File: src/rtl/abg_defs.svh
/*
 Offsets, field positions, reset values and timing counts for the band gap
 enable and compare hit block. Assumes inclusion by bare name.
*/
`ifndef ABG_DEFS_SVH
`define ABG_DEFS_SVH

// ---------------------------------------------------------------
// Register offsets
// ---------------------------------------------------------------
`define ABG_OFS_REF_EN     4'h0
`define ABG_OFS_HIT_LOW    4'h1
`define ABG_OFS_HIT_HIGH   4'h2
`define ABG_OFS_REQ_STAT   4'h3
`define ABG_OFS_IRQ_STAT   4'h4
`define ABG_OFS_IRQ_MASK   4'h5
`define ABG_OFS_MODE       4'h6

// ---------------------------------------------------------------
// Fields and reset values
// ---------------------------------------------------------------
`define ABG_BIT_CONV_REF   2
`define ABG_BIT_CMP_REF    1
`define ABG_BIT_CORE_REF   0
`define ABG_REF_EN_MASK    16'h0007
`define ABG_RST_16         16'h0000
`define ABG_MODE_WRITE_HIT 2'h3
`define ABG_IRQ_MASK_BITS  16'h0003

// ---------------------------------------------------------------
// Timing
// ---------------------------------------------------------------
`define ABG_CLK_HZ         50000000
`define ABG_STARTUP_US     1000
`define ABG_STARTUP_CYC    ((`ABG_CLK_HZ / 1000000) * `ABG_STARTUP_US)

`endif

File: src/rtl/abg_pkg.sv
/*
 Types for the band gap enable and compare hit block.
 Assumes nothing of its surroundings.
*/
package abg_pkg;

   typedef struct packed {
      logic       wr;
      logic       rd;
      logic [3:0] addr;
      logic [15:0] wdata;
   } abg_bus_t;

   typedef struct packed {
      logic [16:0] written;
      logic [16:0] match;
   } abg_evt_t;

   typedef enum logic [1:0] {
      ABG_REF_OFF,
      ABG_REF_STARTING,
      ABG_REF_READY
   } abg_ref_state_t;

endpackage : abg_pkg

File: src/rtl/abg_ref_ctl.sv
/*
 One band gap reference: on while software enables it or a module asks,
 ready after the start-up count. Assumes a single clock domain.
*/
`timescale 1ns/1ps
`default_nettype none
`include "abg_defs.svh"

module abg_ref_ctl
   import abg_pkg::*;
#(
   parameter int unsigned STARTUP_CYC = `ABG_STARTUP_CYC
) (
   input  wire logic clk,
   input  wire logic rst_n,
   input  wire logic sw_en,
   input  wire logic mod_req,
   output var  logic ref_on,
   output var  logic ref_ready
);

   abg_ref_state_t state_q;
   abg_ref_state_t state_d;
   logic [31:0]    cnt_q;
   logic [31:0]    cnt_d;
   wire            want = sw_en | mod_req;
   wire            done = (cnt_q >= STARTUP_CYC - 32'd1);

   always_comb begin
      state_d = state_q;
      cnt_d   = cnt_q;
      case (state_q)
         ABG_REF_OFF: begin
            cnt_d = 32'h0000_0000;
            if (want) begin
               state_d = ABG_REF_STARTING;
            end
         end
         ABG_REF_STARTING: begin
            cnt_d = cnt_q + 32'h0000_0001;
            if (!want) begin
               state_d = ABG_REF_OFF;
            end else if (done) begin
               state_d = ABG_REF_READY;
            end
         end
         ABG_REF_READY: begin
            if (!want) begin
               state_d = ABG_REF_OFF;
            end
         end
         default: begin
            state_d = ABG_REF_OFF;
         end
      endcase
   end

   always_ff @(posedge clk or negedge rst_n) begin
      if (!rst_n) begin
         state_q   <= ABG_REF_OFF;
         cnt_q     <= 32'h0000_0000;
         ref_on    <= 1'b0;
         ref_ready <= 1'b0;
      end else begin
         state_q   <= state_d;
         cnt_q     <= cnt_d;
         ref_on    <= (state_d != ABG_REF_OFF);
         ref_ready <= (state_d == ABG_REF_READY);
      end
   end

endmodule : abg_ref_ctl
`default_nettype wire

File: src/rtl/abg_top.sv
/*
 Band gap reference enables and per-channel compare hit flags of a
 converter, behind a simple strobe register port.
 Assumes one clock, synchronous inputs and event pulses from the
 converter's result and compare logic.
*/
// Local design decisions: the address-and-strobe port and the register addresses.
// What this block does
// A module's request switches its band gap reference on by itself, usable after start-up.
// Software should set the enable before the consumer to skip the roughly 1 ms wait.
// With compare mode 11 a channel's hit flag sets on a buffer write or a match.
// With compare mode 11 a clear hit flag means that buffer was not written.
// With any other compare mode a hit flag sets only on a match.
// With any other compare mode a clear hit flag means no match occurred.
// Hit flags for channels 0 to 15 sit in bits 15 to 0 of the low hit register, reset zero, writable.
// The channel 16 flag sits in bit 0 of the high hit register; bits 15 to 1 read zero.
// Bits 15 to 3 of the band gap enable register read zero and ignore writes.
// Bits 2, 1 and 0 enable the converter, comparator and core group references, reset zero.
// A hit flag stays set until software writes zero; a same-cycle event wins over the clear.
`timescale 1ns/1ps
`default_nettype none
`include "abg_defs.svh"

module abg_top
   import abg_pkg::*;
#(
   parameter int unsigned STARTUP_CYC = `ABG_STARTUP_CYC
) (
   input  wire logic        CLK,
   input  wire logic        RSTN,
   input  wire logic [3:0]  ADDR,
   input  wire logic [15:0] WDATA,
   input  wire logic        WR,
   input  wire logic        RD,
   output var  logic [15:0] RDATA,
   input  wire logic [1:0]  COMPARE_MODE_SELECT,
   input  wire logic [16:0] BUF_WRITTEN,
   input  wire logic [16:0] CMP_MATCH,
   input  wire logic [2:0]  REF_REQUEST,
   output var  logic [2:0]  REF_ON,
   output var  logic [2:0]  REF_READY,
   output var  logic        IRQ
);

   // ---------------------------------------------------------------
   // Bus decode
   // ---------------------------------------------------------------
   abg_bus_t bus;
   abg_evt_t evt;

   assign bus.wr    = WR;
   assign bus.rd    = RD;
   assign bus.addr  = ADDR;
   assign bus.wdata = WDATA;
   assign evt.written = BUF_WRITTEN;
   assign evt.match   = CMP_MATCH;

   function automatic logic hit_wr(input abg_bus_t b, input logic [3:0] ofs);
      hit_wr = b.wr && (b.addr == ofs);
   endfunction : hit_wr

   wire wr_ref  = hit_wr(bus, `ABG_OFS_REF_EN);
   wire wr_lo   = hit_wr(bus, `ABG_OFS_HIT_LOW);
   wire wr_hi   = hit_wr(bus, `ABG_OFS_HIT_HIGH);
   wire wr_ist  = hit_wr(bus, `ABG_OFS_IRQ_STAT);
   wire wr_imsk = hit_wr(bus, `ABG_OFS_IRQ_MASK);

   // ---------------------------------------------------------------
   // Band gap enable register
   // ---------------------------------------------------------------
   logic [2:0] ref_en_q;

   always_ff @(posedge CLK or negedge RSTN) begin
      if (!RSTN) begin
         ref_en_q <= 3'h0;
      end else if (wr_ref) begin
         ref_en_q <= bus.wdata[2:0];
      end
   end

   wire [15:0] ref_en_rd = {13'h0000, ref_en_q};

   // ---------------------------------------------------------------
   // Reference start-up, one per consumer group
   // ---------------------------------------------------------------
   logic [2:0] ref_on_w;
   logic [2:0] ref_ready_w;

   wire converter_ref_enable  = ref_en_q[`ABG_BIT_CONV_REF];
   wire comparator_ref_enable = ref_en_q[`ABG_BIT_CMP_REF];
   wire core_ref_group_enable = ref_en_q[`ABG_BIT_CORE_REF];

   // Converter reference
   abg_ref_ctl #(
      .STARTUP_CYC (STARTUP_CYC)
   ) u_ref_conv (
      .clk       (CLK),
      .rst_n     (RSTN),
      .sw_en     (converter_ref_enable),
      .mod_req   (REF_REQUEST[`ABG_BIT_CONV_REF]),
      .ref_on    (ref_on_w[`ABG_BIT_CONV_REF]),
      .ref_ready (ref_ready_w[`ABG_BIT_CONV_REF])
   );

   // Comparator reference
   abg_ref_ctl #(
      .STARTUP_CYC (STARTUP_CYC)
   ) u_ref_cmp (
      .clk       (CLK),
      .rst_n     (RSTN),
      .sw_en     (comparator_ref_enable),
      .mod_req   (REF_REQUEST[`ABG_BIT_CMP_REF]),
      .ref_on    (ref_on_w[`ABG_BIT_CMP_REF]),
      .ref_ready (ref_ready_w[`ABG_BIT_CMP_REF])
   );

   // Regulator, reset and oscillator group reference
   abg_ref_ctl #(
      .STARTUP_CYC (STARTUP_CYC)
   ) u_ref_core (
      .clk       (CLK),
      .rst_n     (RSTN),
      .sw_en     (core_ref_group_enable),
      .mod_req   (REF_REQUEST[`ABG_BIT_CORE_REF]),
      .ref_on    (ref_on_w[`ABG_BIT_CORE_REF]),
      .ref_ready (ref_ready_w[`ABG_BIT_CORE_REF])
   );

   // ---------------------------------------------------------------
   // Compare hit flags
   // ---------------------------------------------------------------
   logic [16:0] hit_q;
   logic [16:0] hit_d;
   logic [16:0] hit_set;
   logic [16:0] hit_keep;
   wire         write_mode = (COMPARE_MODE_SELECT == `ABG_MODE_WRITE_HIT);

   assign hit_set = write_mode ? (evt.written | evt.match)
                               : evt.match;

   // A write replaces the stored flags; events then OR on top
   assign hit_keep[15:0] = wr_lo ? bus.wdata[15:0] : hit_q[15:0];
   assign hit_keep[16]   = wr_hi ? bus.wdata[0]    : hit_q[16];
   assign hit_d          = hit_keep | hit_set;

   always_ff @(posedge CLK or negedge RSTN) begin
      if (!RSTN) begin
         hit_q <= 17'h0_0000;
      end else begin
         hit_q <= hit_d;
      end
   end

   wire [15:0] hit_lo_rd = hit_q[15:0];
   wire [15:0] hit_hi_rd = {15'h0000, hit_q[16]};

   // ---------------------------------------------------------------
   // Interrupt status and mask
   // ---------------------------------------------------------------
   // Bit 0: any hit flag newly set; bit 1: a reference became ready
   logic [1:0] irq_stat_q;
   logic [1:0] irq_mask_q;
   logic [2:0] ready_prev_q;

   wire       hit_new    = |(hit_set & ~hit_q);
   wire       ready_rose = |(ref_ready_w & ~ready_prev_q);
   wire [1:0] irq_evt    = {ready_rose, hit_new};
   wire [1:0] irq_clr    = wr_ist ? bus.wdata[1:0] : 2'h0;

   // Set wins over a clear in the same cycle
   always_ff @(posedge CLK or negedge RSTN) begin
      if (!RSTN) begin
         irq_stat_q <= 2'h0;
      end else begin
         irq_stat_q <= (irq_stat_q & ~irq_clr) | irq_evt;
      end
   end

   always_ff @(posedge CLK or negedge RSTN) begin
      if (!RSTN) begin
         irq_mask_q <= 2'h0;
      end else if (wr_imsk) begin
         irq_mask_q <= bus.wdata[1:0];
      end
   end

   always_ff @(posedge CLK or negedge RSTN) begin
      if (!RSTN) begin
         ready_prev_q <= 3'h0;
      end else begin
         ready_prev_q <= ref_ready_w;
      end
   end

   // ---------------------------------------------------------------
   // Read mux
   // ---------------------------------------------------------------
   wire [15:0] req_stat_rd = {10'h000, ref_ready_w, ref_on_w};
   wire [15:0] irq_stat_rd = {14'h0000, irq_stat_q};
   wire [15:0] irq_mask_rd = {14'h0000, irq_mask_q};
   wire [15:0] mode_rd     = {14'h0000, COMPARE_MODE_SELECT};

   logic [15:0] rd_mux;

   always_comb begin
      case (bus.addr)
         `ABG_OFS_REF_EN:   rd_mux = ref_en_rd;
         `ABG_OFS_HIT_LOW:  rd_mux = hit_lo_rd;
         `ABG_OFS_HIT_HIGH: rd_mux = hit_hi_rd;
         `ABG_OFS_REQ_STAT: rd_mux = req_stat_rd;
         `ABG_OFS_IRQ_STAT: rd_mux = irq_stat_rd;
         `ABG_OFS_IRQ_MASK: rd_mux = irq_mask_rd;
         `ABG_OFS_MODE:     rd_mux = mode_rd;
         default:           rd_mux = 16'h0000;
      endcase
   end

   // ---------------------------------------------------------------
   // Output registers
   // ---------------------------------------------------------------
   // Read data stand one cycle, zero otherwise
   always_ff @(posedge CLK or negedge RSTN) begin
      if (!RSTN) begin
         RDATA <= 16'h0000;
      end else begin
         RDATA <= bus.rd ? rd_mux : 16'h0000;
      end
   end

   always_ff @(posedge CLK or negedge RSTN) begin
      if (!RSTN) begin
         REF_ON <= 3'h0;
      end else begin
         REF_ON <= ref_on_w;
      end
   end

   always_ff @(posedge CLK or negedge RSTN) begin
      if (!RSTN) begin
         REF_READY <= 3'h0;
      end else begin
         REF_READY <= ref_ready_w;
      end
   end

   always_ff @(posedge CLK or negedge RSTN) begin
      if (!RSTN) begin
         IRQ <= 1'b0;
      end else begin
         IRQ <= |(irq_stat_q & irq_mask_q);
      end
   end

endmodule : abg_top
`default_nettype wire

File: config.mk
export PLATFORM = sky130hd
export DESIGN_NAME = abg_top
export DESIGN_NICKNAME = d
export VERILOG_FILES = /design/src/rtl/abg_pkg.sv /design/src/rtl/abg_ref_ctl.sv /design/src/rtl/abg_top.sv
export VERILOG_INCLUDE_DIRS = /design/src /design/src/rtl
export SDC_FILE = /design/constraint.sdc
export NUM_CORES = 1
export LEC_CHECK = 0
export BUFFER_PORTS_ARGS = -buffer_cell sky130_fd_sc_hd__buf_2
export CAP_MARGIN = 40
export CORE_AREA = 10 10 175 177
export DETAILED_ROUTE_END_ITERATION = 10
export DIE_AREA = 0 0 185 187
export SLEW_MARGIN = 20
export SYNTH_ARGS = -nofsm -noshare
export SYNTH_HDL_FRONTEND = slang
export SYNTH_SLANG_ARGS = --single-unit
export TNS_END_PERCENT = 30
File: constraint.sdc
create_clock -name CLK -period 2.5 [get_ports CLK]
set_input_delay 0 -clock CLK [delete_from_list [all_inputs] [get_ports CLK]]
set_output_delay 0 -clock CLK [all_outputs]
set_load 0.02 [all_outputs]
# == After elaboration in Yosys (flattened, before gate mapping) ==
# Index checks and enable logic that the tools add are counted.
# totals
register_bits,155
latch_bits,0
ramBits,0
romBits,0
output_inout_bits,23
word_cells,97
memories,0
# classes
n_addsub,3
multipliers,0
n_div,0
order_cmp,3
eq_ne,16
shift,0
mux,24
bitwise,13
n_reduce_logical,18
# ops
operator,count
32-bit case mux with 2 select lines,3
16-bit case mux with 7 select lines,1
"32-bit by 1-bit adder with 32-bit output, second input constant",3
"32-bit by 16-bit >= comparator with 1-bit output, second input constant",3
17-bit OR,2
16-bit two-way mux,2
2-bit two-way mux,13
2-bit case mux with 3 select lines,3
17-bit AND,1
17-bit two-way mux,1
17-bit NOT,1
17-bit OR reduction,1
"2-bit == test, second input constant",7
"4-bit by 3-bit == test with 1-bit output, second input constant",3
2-bit nonzero test,6
"4-bit by 2-bit == test with 1-bit output, second input constant",2
"2-bit by 1-bit == test with 1-bit output, second input constant",3
2-bit zero test,3
1-bit logical AND,5
2-bit AND,2
"4-bit by 1-bit == test with 1-bit output, second input constant",1
4-bit zero test,1
3-bit AND,1
3-bit NOT,1
other kinds (6),8

# == Logic depth before layout (Yosys ltp) ==
# logic_depth
word_depth,6
mapped_depth,6

# == Cells and area by module ==
# From an unflattened synthesis, not the netlist that was laid out.
# hier_totals
cells_unflattened,806
hier_area_um2,7759.9
# modules_own_cells
module,n_inst,cells_each,area_per_inst_um2,seq_area_each_um2
abg_ref_ctl at u_ref_cmp ...,2,197,1854.3,900.9
abg_top,1,216,2193.4,1176.1
abg_ref_ctl at u_ref_core,1,196,1858.0,900.9

# == Worst setup path before layout ==
# No wires, ideal clock.
# synth_timing
kind,flip-flop to flip-flop
from,register u_ref_conv.cnt_q[0]
to,register u_ref_conv.cnt_q[22]
arrival_ns,1.971
required_ns,2.422
path_slack_ns,0.452
path_stages_with_launch,7
n_path_buf,1
synth_period_minus_slack_ns,2.048
cell_sequence,dfrtp_1 > ha_1 > nand4_1 > or4_1 > clkbuf_1 > or3_1 > a21oi_1
# synth_between
elab_chain_len,2
# synth_lines
element,line_no,rtl
"start, declared",abg_ref_ctl.sv:24,logic [31:0] cnt_q;
"start signal, assigned",abg_ref_ctl.sv:66,cnt_q <= cnt_d;
32-bit by 1-bit adder with 32-bit output,abg_ref_ctl.sv:40,cnt_d = cnt_q + 32'h0000_0001;
32-bit case mux with 2 select lines,abg_ref_ctl.sv:32,case (state_q)
# Every way passes these cells.
# A chain may end at the register's enable or synchronous reset.

# == Worst setup path in the final report ==
# layout_timing
from,input ADDR[2]
to,register hit_q[6]
# layout_between
elab_chain_len,4
# layout_lines
element,line_no,rtl
"start, declared",abg_top.sv:31,"input wire logic [3:0] ADDR,"
4-bit by 1-bit == test with 1-bit output,abg_top.sv:59,hit_wr = b.wr && (b.addr == ofs);
1-bit logical AND,abg_top.sv:59,
16-bit two-way mux,abg_top.sv:142,assign hit_keep[15:0] = wr_lo ? bus.wdata[15:0] : hit_q[15:0];
17-bit OR,abg_top.sv:144,assign hit_d = hit_keep | hit_set;
via hit_d[6],abg_top.sv:133,logic [16:0] hit_d;
"end signal, assigned",abg_top.sv:150,hit_q <= hit_d;
"end, declared",abg_top.sv:132,logic [16:0] hit_q;
# The timed path passes the listed nets, and every way through them passes these cells.

==> run summary <==
• 185 µm — die boundary width
• 857 — synthesized netlist cell count
• 0 — Ys Warns
• 0 — Routed Antenna Nets
• 0 — remaining design rule violation count
• 6.56 mW — power after layout
• 2.57 ns — data arrival time of the critical path
• u_ref_cmp.state_q[0] — Worst Hold Endpoint
• 0 — setup violation total in the final timing report
• dfrtp_1 — dominant cell by count in the synthesized netlist
• 35.6 mm — wire length of the first global-routing pass
• 15.5 µm — WL/cell
• 0.622 ns — slew at the pin closest to its max-slew limit
• 86 — I/O pin total
• 20.9 mm — wire length after detailed routing
• 0.790 — placer's final routability congestion estimate
• 2 — maximum clock path buffer count
• u_ref_conv.cnt_q[0] — startpoint of the lowest-slack register-to-register path
• ADDR[2] — startpoint of the worst setup timing path
• 61 — row count
• 155 — Num Clock Sinks
• 0 — Max Slew Vio Count
• 0 — maximum capacitance violations
• 34,600 µm² — overall die area
• 2,736 — filler instances
• 187 µm — height of the chip
• 5 — Reg2Reg Depth
• 0.146 — layout cells sized above 1
• 7,081 — detailed-route via count
• 4 — Max H-tree Level
• 0.192 — GR Util met2
• 0.123 — aggregate global-route resource usage
• 0.353 mV — maximum ir drop on the vdd rail
• 27,300 µm² — Core Area
• 923 — synthesized net count
• register — type of destination of the critical path
• 14.7 mm — post-detail-place hpwl
• 17 — cts bufs inserted
• 0 — number of flops mapped to enable cells by yosys
• 65 — largest net degree at the start of global routing
• 52 — Synth cell types
• 0.0136 ns — skew final
• 5.25 — via density per instance
• 659 nW/µm² — total power density per cell area
• REF_REQUEST[1] — hold path start
• 0 — final hold viol count
• 155 — flip-flop and latch count after synthesis
• 5 — first drt pass iteration count
• 2.27 ns — final critical path time including I/O delays and setup
• 0.06 ns — clock transition at the registers of the reported paths
• 0.292 — initial cell density of the core
• 7970 µm² — total standard cell area after synthesis
• 17 — CP max FO
• 0.33 ns — R2R setup slack
• 0.57 ns — slowest stage delay, CP
• 0 — number of antenna repair diodes
• 0 — number of antenna violations at the first check in global routing
• dfrtp_1 49%, nand2_1 4.7%, a21oi_1 3.4%, mux2i_1 3.1%, nand3_1 2.9% — cell types occupying the most area after synthesis
• 0 — sum of overflow across all layers after global routing
• dlygate4sd3_1 — most numerous cell on the critical path
• 440 MHz — highest attainable clock frequency
• 0.0307 — met3 layer usage reported by global route
• 3 — depth of the worst hold-timing path
• 9.30 µm² — mean instance size in the synthesized netlist
• 414 — DRC marker count from the first detailed-route iteration
• input port to register — min-delay worst type
• dlygate4sd3_1, buf_2, nor3b_1, nand2_2, nand2_1, nand3_1, dlygate4sd3_1 — CP cell instances
• 0.486 — fraction of synthesized cell area taken by the top area cell type
• clkbuf_16 — root cell of the clock tree
• u_ref_conv.cnt_q[28] — R2R Path End
• 4.25 nW — Leak Pwr
• 7,052 — via count of the first global-routing pass
• done — TritonCTS clock tree
• 1.00 — async set or reset register ratio after synthesis
• 85 — number of port buffers
• 2.80 ns — required time of the critical path
• 0 — setup repair bufs after CTS
• 0.584 — max-slew headroom at the worst pin
• 0.164 — met1 Track Usage GR
• input port — kind of start point of the critical path
• 1,055 — Final #Nets
• dfrtp_1 — Main synth FF type
• 155 x dfrtp_1, 100 x nand2_1, 54 x a21oi_1 — ranking of synthesized cells by instance count
• nor3b_1 — CP max-delay cell
• finished, final reports clean — status
• dfrtp_1 — leading area contributor after synthesis
• met2 — peak-usage layer in the global routing report
• 0.908 — ratio of final minimum period to clock period
• no — unrepaired setup endpoints after global routing
• 24.9% — Area growth syn-to-layout
• input port to register — start-to-end type of the worst setup path
• 0.486 — proportion of synthesized chip area in sequential cells
• 0.43 ns — clock latency on the worst-skew pair
• 0 ns — setup TNS after final layout
[layout make-up]
type	instances	area, µm²	share of cell area
flip-flops and latches	155	3880	0.389
multi-input cells	625	3810	0.382
repair buffers	157	1120	0.113
well taps	346	433	0.0435
clock buffers	18	429	0.0431
clock inverters	14	163	0.0163
inverters	33	124	0.0124
[worst max-delay path, delay by kind of cell]
family        cells  cell delay, ns
buf+inv           3            1.35
simple gates      4            1.21
[how the worst max path moves through the flow]
stage                     depth (start not counted)  slack, ns                    to
after floorplan                                   6       0.45  u_ref_conv.cnt_q[22]
after global placement                            6       0.39  u_ref_conv.cnt_q[22]
after detailed placement                          5       0.35  u_ref_conv.cnt_q[26]
after CTS                                         7       0.11              hit_q[0]
after global routing                              7       0.06              hit_q[4]
final                                             7       0.23              hit_q[6]
[routing by layer]
| metal | vias up | part of all wire |
|---|---|---|
| li1 | 3457 | - |
| met1 | 3443 | 0.47 |
| met2 | 156 | 0.47 |
| met3 | 25 | 0.047 |
| met4 | 0 | 0.018 |
| met5 | - | 0 |
[through the flow]
stage | hold slack, ns | util | instance area [µm²] | worst slack [ns] | std cells
3_3_place_gp | 0.0476 | 0.322 | 8800 | 0.394 | 1260
4_1_cts | 0.00800 | 0.364 | 9950 | 0.108 | 1348
6_report | 0.0253 | 0.364 | 9960 | 0.229 | 1348
3_5_place_dp | 0.0382 | 0.322 | 8800 | 0.352 | 1260
5_1_grt | 0.0419 | 0.364 | 9960 | 0.0640 | 1348
2_1_floorplan | -0.296 | - | 7970 | 0.452 | 857
[cell families (layout without fill, tap and decap cells)]
| family | count (synthesis) | in the layout | synth area share |
|---|---|---|---|
| flops | 155 | 155 | 0.486 |
| mux | 31 | 31 | 0.0399 |
| fa+ha+maj | 3 | 3 | 0.00471 |
| compound gates | 174 | 174 | 0.141 |
| xor+xnor | 20 | 20 | 0.0220 |
| buf+inv | 77 | 222 | 0.0367 |
| simple gates | 397 | 397 | 0.269 |
[report_power, final]
part | leakage (nW) | internal, mW | total, mW | switching [mW]
clock | 0.281 | 1.49 | 2.59 | 1.10
sequential | 2.02 | 2.69 | 2.91 | 0.212
combinational | 1.95 | 0.409 | 1.06 | 0.653
total | 4.25 | 4.60 | 6.56 | 1.96
[cell usage in the layout (no fill, tap or decap), types with 31 or more instances in the layout]
| master | n |
|---|---|
| nand2_1 | 99 |
| buf_2 | 84 |
| dfrtp_1 | 155 |
| nand3_1 | 47 |
| inv_1 | 33 |
| or4_1 | 31 |
| dlygate4sd3_1 | 56 |
| a21oi_1 | 54 |
| nor4_1 | 34 |
| nor2_1 | 47 |
[registers in the layout, indices dropped and copies added, names as in the netlist, 2 cells and up]
| signal | flops |
|---|---|
| u_ref_cmp.cnt_q | 32 |
| u_ref_conv.cnt_q | 32 |
| u_ref_core.cnt_q | 32 |
| hit_q | 17 |
| RDATA | 16 |
| REF_ON | 3 |
| REF_READY | 3 |
| ref_en_q | 3 |
| irq_mask_q | 2 |
| irq_stat_q | 2 |
| u_ref_cmp.state_q | 2 |
| u_ref_conv.state_q | 2 |
| u_ref_core.state_q | 2 |
[timing repair]
item,4_1_cts,5_1_grt
endpoints found under the setup margin,0,16
hold buffers,56,0
endpoints found under the hold margin,94,0
gates resized for setup,0,2
Power figures use the tool's default switching activity.
